--- src/hw/mas_map.vh ---
/*
 * constants for the memory address source select block: address field
 * positions, slot codes, base register selects and port numbers.
 * assumes it is included by its bare name from the design file.
 */
`ifndef MAS_MAP_VH
`define MAS_MAP_VH

`define MAS_ADDR_W        16
`define MAS_REF_W         6
`define MAS_REF_HI        5
`define MAS_PREV_LO       6
`define MAS_BYTE_W        8
`define MAS_ADDR_HI       15
`define MAS_LO_HI         7
`define MAS_HI_LO         8

// access slot kinds presented by the sequencer
`define MAS_SLOT_CPU      2'h0
`define MAS_SLOT_DMAREF   2'h1
`define MAS_SLOT_THIRD    2'h2
`define MAS_SLOT_IDLE     2'h3

// base register selects
`define MAS_BASE_PC       2'h0
`define MAS_BASE_DC       2'h1
`define MAS_BASE_SPC      2'h2
`define MAS_BASE_IO       2'h3

// i/o port numbers for the two address-line ports
`define MAS_PORT_C        8'h0c
`define MAS_PORT_C_ALT    8'hec
`define MAS_PORT_D        8'h0d
`define MAS_PORT_D_ALT    8'hed

`define MAS_ONES_BYTE     8'hff
`define MAS_ADDR_RST      16'h0000

`endif

--- src/hw/mas_select.v ---
/*
 * memory address source select: chooses what the device drives on its
 * sixteen address lines in each access slot, flags the slot's use, and
 * drives the bus read enable and register drive controls.
 * assumes slot, refresh and control inputs come from logic on CLK;
 * external buffer/latches carry ram data to the system bus.
 */
`timescale 1ns/1ps
`include "mas_map.vh"

module mas_select #(
   parameter ADDR_W = `MAS_ADDR_W,
   parameter REF_W  = `MAS_REF_W,
   parameter BYTE_W = `MAS_BYTE_W
) (
   CLK,
   ARST_N,
   SLOT_KIND,
   BASE_SEL,
   REFRESH,
   REFRESH_ADDR,
   DMA_ENABLE,
   RAM_SOURCE,
   REG_BYTE_REQ,
   REG_DRIVE_PERMIT,
   PROGRAM_COUNTER,
   DATA_COUNTER,
   STACK_PROGRAM_COUNTER,
   IO_PORT_NUM,
   PORT_C_DATA,
   PORT_D_DATA,
   ADDR_OUT,
   ADDR_OE,
   PROCESSOR_SLOT,
   MEMORY_IDLE,
   BUS_READ_ENABLE,
   REGISTER_DRIVE,
   DMA_GRANT
);
   input  wire                  CLK;
   input  wire                  ARST_N;
   input  wire [1:0]            SLOT_KIND;
   input  wire [1:0]            BASE_SEL;
   input  wire                  REFRESH;
   input  wire [REF_W-1:0]      REFRESH_ADDR;
   input  wire                  DMA_ENABLE;
   input  wire                  RAM_SOURCE;
   input  wire                  REG_BYTE_REQ;
   input  wire                  REG_DRIVE_PERMIT;
   input  wire [ADDR_W-1:0]     PROGRAM_COUNTER;
   input  wire [ADDR_W-1:0]     DATA_COUNTER;
   input  wire [ADDR_W-1:0]     STACK_PROGRAM_COUNTER;
   input  wire [BYTE_W-1:0]     IO_PORT_NUM;
   input  wire [BYTE_W-1:0]     PORT_C_DATA;
   input  wire [BYTE_W-1:0]     PORT_D_DATA;
   output wire [ADDR_W-1:0]     ADDR_OUT;
   output wire                  ADDR_OE;
   output wire                  PROCESSOR_SLOT;
   output wire                  MEMORY_IDLE;
   output wire                  BUS_READ_ENABLE;
   output wire                  REGISTER_DRIVE;
   output wire                  DMA_GRANT;

   wire [ADDR_W-1:0]  addr_reg;
   reg  [ADDR_W-1:0]  addr_next;
   wire               oe_reg;
   reg                oe_next;
   wire               cpu_slot_reg;
   reg                cpu_slot_next;
   wire               idle_reg;
   reg                idle_next;
   wire               rd_en_reg;
   reg                rd_en_next;
   wire               regdrv_reg;
   reg                regdrv_next;
   wire               grant_reg;
   reg                grant_next;
   wire               prev_refresh_reg;
   reg                prev_refresh_next;
   reg  [ADDR_W-1:0]  base_value;
   reg  [ADDR_W-1:0]  io_value;

   // i/o address formed from the selected port
   always @* begin
      if (IO_PORT_NUM == `MAS_PORT_C || IO_PORT_NUM == `MAS_PORT_C_ALT) begin
         io_value = {PORT_C_DATA, `MAS_ONES_BYTE};
      end else if (IO_PORT_NUM == `MAS_PORT_D || IO_PORT_NUM == `MAS_PORT_D_ALT) begin
         io_value = {`MAS_ONES_BYTE, PORT_D_DATA};
      end else begin
         io_value = PROGRAM_COUNTER;
      end
   end

   always @* begin
      case (BASE_SEL)
         `MAS_BASE_PC:  base_value = PROGRAM_COUNTER;
         `MAS_BASE_DC:  base_value = DATA_COUNTER;
         `MAS_BASE_SPC: base_value = STACK_PROGRAM_COUNTER;
         default:       base_value = io_value;
      endcase
   end

   // address lines and their enable for the coming slot
   always @* begin
      addr_next = addr_reg;
      oe_next   = 1'h1;
      case (SLOT_KIND)
         `MAS_SLOT_CPU: begin
            addr_next = base_value;
         end
         `MAS_SLOT_DMAREF: begin
            if (REFRESH) begin
               // refresh row on the low lines, earlier value kept above it
               addr_next = {addr_reg[ADDR_W-1:REF_W], REFRESH_ADDR};
            end else if (DMA_ENABLE) begin
               oe_next = 1'h0;
            end else begin
               addr_next = base_value;
            end
         end
         `MAS_SLOT_THIRD: begin
            if (prev_refresh_reg) begin
               addr_next = addr_reg;
            end else if (DMA_ENABLE) begin
               oe_next = 1'h0;
            end else begin
               addr_next = base_value;
            end
         end
         default: begin
            oe_next = oe_reg;
         end
      endcase
   end

   // slot use flags and the dma grant
   always @* begin
      cpu_slot_next = 1'h1;
      idle_next     = 1'h0;
      grant_next    = 1'h0;
      case (SLOT_KIND)
         `MAS_SLOT_CPU: begin
            cpu_slot_next = 1'h1;
            idle_next     = 1'h0;
         end
         `MAS_SLOT_DMAREF: begin
            cpu_slot_next = 1'h0;
            if (REFRESH) begin
               idle_next = 1'h0;
            end else if (DMA_ENABLE) begin
               idle_next  = 1'h1;
               grant_next = 1'h1;
            end else begin
               idle_next = 1'h1;
            end
         end
         `MAS_SLOT_THIRD: begin
            // the third slot may float for dma but never grants it
            cpu_slot_next = 1'h0;
            idle_next     = 1'h1;
            grant_next    = 1'h0;
         end
         default: begin
            cpu_slot_next = cpu_slot_reg;
            idle_next     = idle_reg;
         end
      endcase
   end

   // enables for the external buffers only; ram data never passes here
   always @* begin
      rd_en_next  = RAM_SOURCE;
      regdrv_next = REG_BYTE_REQ & REG_DRIVE_PERMIT;
   end

   // remembers whether the last dma/refresh slot refreshed; a processor slot clears it
   always @* begin
      case (SLOT_KIND)
         `MAS_SLOT_DMAREF: prev_refresh_next = REFRESH;
         `MAS_SLOT_CPU:    prev_refresh_next = 1'h0;
         default:          prev_refresh_next = prev_refresh_reg;
      endcase
   end

   mas_dff #(
      .WIDTH   (ADDR_W),
      .RST_VAL (`MAS_ADDR_RST)
   ) addr_dff_i (
      .clk    (CLK),
      .arst_n (ARST_N),
      .d      (addr_next),
      .q      (addr_reg)
   );

   mas_dff #(
      .WIDTH   (1),
      .RST_VAL (1'h0)
   ) oe_dff_i (
      .clk    (CLK),
      .arst_n (ARST_N),
      .d      (oe_next),
      .q      (oe_reg)
   );

   mas_dff #(
      .WIDTH   (1),
      .RST_VAL (1'h0)
   ) cpu_slot_dff_i (
      .clk    (CLK),
      .arst_n (ARST_N),
      .d      (cpu_slot_next),
      .q      (cpu_slot_reg)
   );

   mas_dff #(
      .WIDTH   (1),
      .RST_VAL (1'h0)
   ) idle_dff_i (
      .clk    (CLK),
      .arst_n (ARST_N),
      .d      (idle_next),
      .q      (idle_reg)
   );

   mas_dff #(
      .WIDTH   (1),
      .RST_VAL (1'h0)
   ) rd_en_dff_i (
      .clk    (CLK),
      .arst_n (ARST_N),
      .d      (rd_en_next),
      .q      (rd_en_reg)
   );

   mas_dff #(
      .WIDTH   (1),
      .RST_VAL (1'h0)
   ) regdrv_dff_i (
      .clk    (CLK),
      .arst_n (ARST_N),
      .d      (regdrv_next),
      .q      (regdrv_reg)
   );

   mas_dff #(
      .WIDTH   (1),
      .RST_VAL (1'h0)
   ) grant_dff_i (
      .clk    (CLK),
      .arst_n (ARST_N),
      .d      (grant_next),
      .q      (grant_reg)
   );

   mas_dff #(
      .WIDTH   (1),
      .RST_VAL (1'h0)
   ) prev_refresh_dff_i (
      .clk    (CLK),
      .arst_n (ARST_N),
      .d      (prev_refresh_next),
      .q      (prev_refresh_reg)
   );

   assign ADDR_OUT        = addr_reg;
   assign ADDR_OE         = oe_reg;
   assign PROCESSOR_SLOT  = cpu_slot_reg;
   assign MEMORY_IDLE     = idle_reg;
   assign BUS_READ_ENABLE = rd_en_reg;
   assign REGISTER_DRIVE  = regdrv_reg;
   assign DMA_GRANT       = grant_reg;

endmodule

// one register stage with asynchronous active-low reset to a fixed value
module mas_dff #(
   parameter             WIDTH   = 1,
   parameter [WIDTH-1:0] RST_VAL = {WIDTH{1'h0}}
) (
   clk,
   arst_n,
   d,
   q
);
   input  wire              clk;
   input  wire              arst_n;
   input  wire [WIDTH-1:0]  d;
   output wire [WIDTH-1:0]  q;

   reg  [WIDTH-1:0]  q_reg;

   always @(posedge clk or negedge arst_n) begin
      if (!arst_n) begin
         q_reg <= RST_VAL;
      end else begin
         q_reg <= d;
      end
   end

   assign q = q_reg;

endmodule

--- config.mk ---
export PLATFORM = sky130hd
export DESIGN_NAME = mas_select
export DESIGN_NICKNAME = d
export VERILOG_FILES = /design/src/hw/mas_select.v
export VERILOG_INCLUDE_DIRS = /design/src /design/src/hw
export SDC_FILE = /design/constraint.sdc
export NUM_CORES = 1
export LEC_CHECK = 0
export ABC_AREA = 1
export BUFFER_PORTS_ARGS = -buffer_cell sky130_fd_sc_hd__buf_2
export CAP_MARGIN = 30
export CORE_ASPECT_RATIO = 2
export CORE_MARGIN = 3
export CORE_UTILIZATION = 42
export DETAILED_ROUTE_END_ITERATION = 8
export PLACE_DENSITY = 0.79
export SLEW_MARGIN = 30
export SYNTH_ARGS = -nofsm -noshare
export SYNTH_HDL_FRONTEND = slang
export SYNTH_SLANG_ARGS = --single-unit
--- constraint.sdc ---
create_clock -name CLK -period 1.2 [get_ports CLK]
set_input_delay 0.06 -clock CLK [delete_from_list [all_inputs] [get_ports CLK]]
set_output_delay 0.06 -clock CLK [all_outputs]
set_load 0.02 [all_outputs]
* Word level (Yosys, flattened, before mapping) *
Cells that the tools add are included.

word-level totals
  flip-flop bits (word level) = 23
  bits of input ports = 89
  output and inout port bits = 22

operators by class
  eq/ne operators = 10
  mux-type cells = 18
  bitwise operators = 1
  reduce and logical (&&, ||, !) cells = 10

operators by type and width
  operator              count
  $pmux W16 S3          2
  $mux W16              5
  $eq A8 B4 Y1 const B  2
  $eq A8 B8 Y1 const B  2
  $mux W1               7
  $pmux W1 S3           2
  $eq A2 B1 Y1 const B  2
  $eq A2 B2 Y1 const B  2
  $logic_not A2 Y1      2
  $ne A2 B2 Y1 const B  2
  $pmux W1 S2           2
  $reduce_bool A2 Y1    2
  $reduce_and A3 Y1     1
  $reduce_bool A3 Y1    1
  $logic_or A1 B1 Y1    2
  $reduce_and A2 Y1     1
  $reduce_or A2 Y1      1
  $and A1 B1 Y1         1

* Depth between registers and ports, before layout *
  depth in word-level cells = 8
  depth in mapped cells = 14
  gate-level depth less buffers = 14

* By module *
A second synthesis with hierarchy kept.

second synthesis, totals
  cell total of the unflattened synthesis = 305
  area, all modules = 1926.8 um^2

modules (own cells, without submodules)
  module                         instances  cells each  area an instance (um^2)  sequential area each (um^2)
  mas_select                     1          282         1351.3                   0.0
  mas_dff at addr_dff_i          1          16          400.4                    400.4
  mas_dff at cpu_slot_dff_i ...  7          1           25.0                     25.0

* Least setup slack after synthesis *
OpenSTA, ideal clock, no wires.

  path kind = input-to-reg
  start = in SLOT_KIND[1]
  end = reg addr_dff_i.q_reg[2], in the netlist addr_dff_i.q[2]
  setup time = 0.116 ns
  data arrival time = 1.149 ns
  required time = 1.084 ns
  setup slack = -0.065 ns
  stages on the path = 8
  cells stage by stage = inv_1 > ha_1 > or2_4 > o21ai_4 > buf_2 > a21oi_1 > nand2_1 > nand2_1

between the ends
  longest elaborated chain between the ends = 3
  elaborated cells between the ends (all ways) = 7
  classes of those cells = 3 x eq/ne; 1 x mux; 3 x reduce/logical

ends and longest elaborated chain
  item                                                                 line              text
  from (decl)                                                          mas_select.v:42   input wire [1:0] SLOT_KIND;
  $eq A2 B2 Y1, or another cell as far along                           mas_select.v:107  case (SLOT_KIND)
  $ne A2 B2 Y1 (no source line) or $reduce_bool A3 Y1 (tied branches)  -
  $reduce_and A2 Y1 (no source line)                                   -
  to (signal assigned)                                                 mas_select.v:294  q_reg <= RST_VAL;
  to (signal assigned)                                                 mas_select.v:296  q_reg <= d;
  to (decl)                                                            mas_select.v:290  reg [WIDTH-1:0] q_reg;

Parallel ways exist; a longest one is shown, timed or not.
A chain may end at the register's enable or synchronous reset.

* Worst setup path in the final report *
  start = reg prev_refresh_dff_i.q_reg, in the netlist prev_refresh_dff_i.q
  end = reg addr_dff_i.q_reg[10], in the netlist addr_dff_i.q[10]

between the ends
  longest elaborated chain between the ends = 2

ends and longest elaborated chain
  item                                line
  from (decl)                         mas_select.v:290
  from (signal assigned)              mas_select.v:294
  from (signal assigned)              mas_select.v:296
  $ne A2 B2 Y1 (no source line)       -
  $reduce_and A3 Y1 (no source line)  -

Every way passes these cells.

==> results <==
- The run finished with clean final reports.
- Clock tree synthesis inserted a total of 3 buffers.
- The clock sink count is 23.
- The time the worst path needs with I/O delays and setup is 1.196 ns.
- At the end of the flow, the number of nets in the layout was 554.
- Setup violations remaining at the end of the flow were counted as 0.
- The longest individual stage delay on the worst path is 0.41 ns.
- The fmax is ~0.84 GHz.
- The critical path required time is 1.39 ns.
- The cell count after synthesis is 335.
- The antenna diode instance count is 0.
- The clock passes through at most 2 buffers.
- The slowest stage of the critical path is the sky130_fd_sc_hd__dfrtp_1 cell.
- The kind of cell adding the most delay to the critical path is simple AND/OR/NAND/NOR gates.
- Hold is met by approximately 0.0048 ns.
- Compared with the post-synthesis result, the final layout area differs by 39.48%.
- The sum of routed wire length over all layers is 6.546 mm.
- The floorplan step set the die width to 56.62 um.
- Setup repair after global routing could not meet its margin everywhere.
- The placer congestion estimate is 0.8748.
- The data arrival time at the worst-slack endpoint is 1.38 ns.
- The H-tree depth is 1.
- In this run the power density over the cells is 908.7 nW/um2.
- The final core area utilization is 61.14%.
- Across every metal layer, demand over resource in global routing totals 21.27%.
- The number of failing hold endpoints at the final stage came to 0.
- Once placement completed, the tool counted placed cells totaling 509.
- The class of the tightest hold or removal check is primary input to flop.
- The max-slew violation count is 0.
- The cell at the root of the clock tree is sky130_fd_sc_hd__clkbuf_8.
- The signal on the critical path passes through nand2_2, o21ai_4, nor2_8, nand2_8, a21oi_2, nand2_1, o21ai_1.
- At the pin with the least slew margin, the transition time is 0.5156 ns.
- The worst-case setup slack after placement is -0.1939 ns.
- The number of buffers and inverters on the critical path is 0.
- The nature of the critical path endpoint is a flop.
- The CTS tree is done.
- Clock-pin slew was measured on the worst setup and hold paths at 0.08 ns.
- Sequential cells were found to cover 26.74% of the synthesized design area.
- The count of cells in the finished layout, fillers not included, comes to roughly 520.
- The number of max-cap violations is 0.
- The post-synthesis cell type count is 31.
- The average size of a mapped cell is 6.424 um2.
- In the final routed layout, each cell accounts on average for roughly 13 um.
- Synthesis produced a netlist with a net count of 428.
- The number of synthesized register bits is 23.
- The worst setup margin is 0.003513 ns.
- The critical path is of the flop to flop type.
- The post-detailed-route count of antenna-violating nets is 0.
- The source-to-sink clock delay at the later pin of the worst-skew pair is 0.26 ns.
- In this run, the number of DRC markers left after iteration 0 of detailed routing was 67.
- The first global-routing pass estimated 10.65 mm of wire.
- The post-route netlist has about two fifths of its cells at a drive strength greater than 1.
- The leakage power summed over all cells is 1.730 nW.
- The height of the die is 107.2 um.
- Measured against its own limit, the worst slew margin works out to 65.63%.
- The area of the core region is 4910 um2.
- The total standard cell area after synthesis is ~2200 um2.
- The number of DRC violations after detailed routing is 0.
- The final worst clock skew is a little over 0.001 ns.
- Input and output buffers added on the ports amount to 110.
- Dividing the final minimum period by the clock period gives between 90% and 100%.
- The global route total overflow is 0.
- Detailed placement ended at an HPWL of 5.372 mm.
- The number of global-route vias before repair is 2431.
- The worst setup path is launched from a flop.
- The initial utilization of the core area, before any placement, comes to 43.83%.
- Entering global routing, the biggest net connects 24 pins.
- Fill cells in the final layout number 485.
- The worst-case IR drop observed on VDD is 0.0007281 V.
- The initialized floorplan defines 36 standard-cell rows.
- The mean number of vias per cell is ~5.
- The die covers between 6000 and 7000 um2.
- The Yosys step of the flow raised 0 warnings.
- Pin placement for this block handled 111 I/O pins.
- The flip-flop count of the largest register, all copies and words added is 16.
- The first-pass detailed-route iteration total is 4.
- The number of antenna violations at the first check in global routing is 0.
- The maximum fanout along the worst path is 8.
- The total via count after detailed routing is 2640.
## worst reg2reg max path: cells and delay by family, from the launching register on
| kind | cells | cell delay [ns] |
|---|---|---|
| compound gates | 3 | 0.30 |
| flops | 1 | 0.41 |
| simple gates | 4 | 0.42 |
## cell usage after synthesis
master,number,area [um2]
sky130_fd_sc_hd__o21bai_1,1,7.510
sky130_fd_sc_hd__nand3_1,26,130.1
sky130_fd_sc_hd__nor2_4,1,11.26
sky130_fd_sc_hd__a21oi_2,2,17.52
sky130_fd_sc_hd__o31ai_1,1,7.510
sky130_fd_sc_hd__nor3_1,7,35.03
sky130_fd_sc_hd__inv_2,6,22.52
sky130_fd_sc_hd__buf_2,5,25.02
sky130_fd_sc_hd__o22ai_1,1,6.260
sky130_fd_sc_hd__a21oi_1,23,115.1
sky130_fd_sc_hd__dfrtp_1,23,575.6
sky130_fd_sc_hd__ha_1,4,50.05
sky130_fd_sc_hd__o21ai_4,1,16.27
sky130_fd_sc_hd__o21ai_0,9,45.04
sky130_fd_sc_hd__nand2_2,5,31.28
sky130_fd_sc_hd__o21ai_1,18,90.09
sky130_fd_sc_hd__a221oi_2,7,105.1
sky130_fd_sc_hd__nor2_2,2,12.51
sky130_fd_sc_hd__buf_4,2,15.01
sky130_fd_sc_hd__or2_4,1,8.760
sky130_fd_sc_hd__nand2_4,4,45.04
sky130_fd_sc_hd__nand2_1,109,409.1
sky130_fd_sc_hd__inv_1,47,176.4
sky130_fd_sc_hd__nor2_8,2,40.04
sky130_fd_sc_hd__buf_6,2,22.52
sky130_fd_sc_hd__nor2_1,20,75.07
sky130_fd_sc_hd__nand3_2,1,10.01
sky130_fd_sc_hd__nand4_1,1,6.260
sky130_fd_sc_hd__a31oi_1,2,12.51
sky130_fd_sc_hd__buf_12,1,20.02
sky130_fd_sc_hd__o211ai_1,1,7.510
## cells by family (layout without fill, tap and decap cells)
kind of cell / Yosys count / after routing / synth area share, %
buffers and inverters: 63 / 188 / 13.08
and+or+nand+nor: 179 / 179 / 37.85
AOI/OAI and AO/OA: 66 / 66 / 20.00
DFF: 23 / 23 / 26.74
adders and majority gates: 4 / 4 / 2.326
## worst paths after layout
path,startpoint,to,depth (start not counted),slack [ns]
worst max-delay path,prev_refresh_dff_i.q,addr_dff_i.q[10],7,0.004
worst min-delay path,REG_BYTE_REQ,regdrv_dff_i.q,3,0.005
worst max register to register,prev_refresh_dff_i.q,addr_dff_i.q[10],7,0.004
worst min register to register,cpu_slot_dff_i.q,cpu_slot_dff_i.q,2,0.49
max in group asynchronous,ARST_N,addr_dff_i.q[2],2,0.56
min in group asynchronous,ARST_N,addr_dff_i.q[11],2,0.30
## layout make-up
type | count | area (um2) | area share, %
Clock inverter | 1 | 5.005 | 0.1667
Clock buffer | 3 | 41.29 | 1.376
Multi-Input combinational cell | 249 | 1366 | 45.52
Tap cell | 57 | 71.32 | 2.376
Timing Repair Buffer | 131 | 740.7 | 24.68
Sequential cell | 23 | 575.6 | 19.17
Inverter | 53 | 201.4 | 6.711
## power breakdown
| group | internal, W | switching [W] |
|---|---|---|
| clock network | 0.000231 | 0.000245 |
| logic | 0.000497 | 0.000754 |
| registers | 0.000907 | 0.0000929 |
| total | 0.00164 | 0.00109 |
## routing by layer
metal | vias to the layer above | track usage [%] | share of wire, %
met4 | 0 | 6.112 | 0.81
met2 | 91 | 40.48 | 57
met5 | - | 0 | 0
met3 | 4 | 1.325 | 5.0
met1 | 1229 | 24.64 | 37
li1 | 1316 | - | -
## through the flow
stage	setup TNS, ns	total power, W	cell area (um2)
6_report	0	0.002728	3002
5_1_grt	-0.3415	0.002915	3002
4_1_cts	0	0.002697	2955
3_5_place_dp	-2.767	0.002217	2877
3_3_place_gp	-2.254	0.002185	2877
2_1_floorplan	0	0.001735	2191
## what timing repair did
action	4_1_cts	5_1_grt
buffers inserted	0	1
endpoints found under the hold margin	25	0
resized for setup	1	9
setup endpoints to repair	6	11
pin swaps	0	2
hold buffers	3	0
## cells in the final DEF (no fill, tap or decap), types with 2 or more instances in the layout
cell type                       netlist  final
sky130_fd_sc_hd__nor2_1              20     19
sky130_fd_sc_hd__nand2_1            109    108
sky130_fd_sc_hd__nand3_2              1      2
sky130_fd_sc_hd__nor3_1               7      7
sky130_fd_sc_hd__a31oi_1              2      2
sky130_fd_sc_hd__ha_4                 0      2
sky130_fd_sc_hd__clkbuf_8             0      3
sky130_fd_sc_hd__nand2_2              5      5
sky130_fd_sc_hd__buf_4                2     16
sky130_fd_sc_hd__o21ai_0              9      9
sky130_fd_sc_hd__dlygate4sd3_1        0      3
sky130_fd_sc_hd__a221oi_2             7      7
sky130_fd_sc_hd__nor2_8               2      2
sky130_fd_sc_hd__a21oi_1             23     18
sky130_fd_sc_hd__inv_1               47     45
sky130_fd_sc_hd__buf_2                5    110
sky130_fd_sc_hd__nand2_4              4      4
sky130_fd_sc_hd__ha_1                 4      2
sky130_fd_sc_hd__dfrtp_1             23     23
sky130_fd_sc_hd__buf_12               1      2
sky130_fd_sc_hd__o21ai_1             18     17
sky130_fd_sc_hd__inv_2                6      7
sky130_fd_sc_hd__nor2_2               2      3
sky130_fd_sc_hd__nand3_1             26     25
sky130_fd_sc_hd__a21oi_2              2      7
Note: power is estimated with default switching activity, not from simulation.
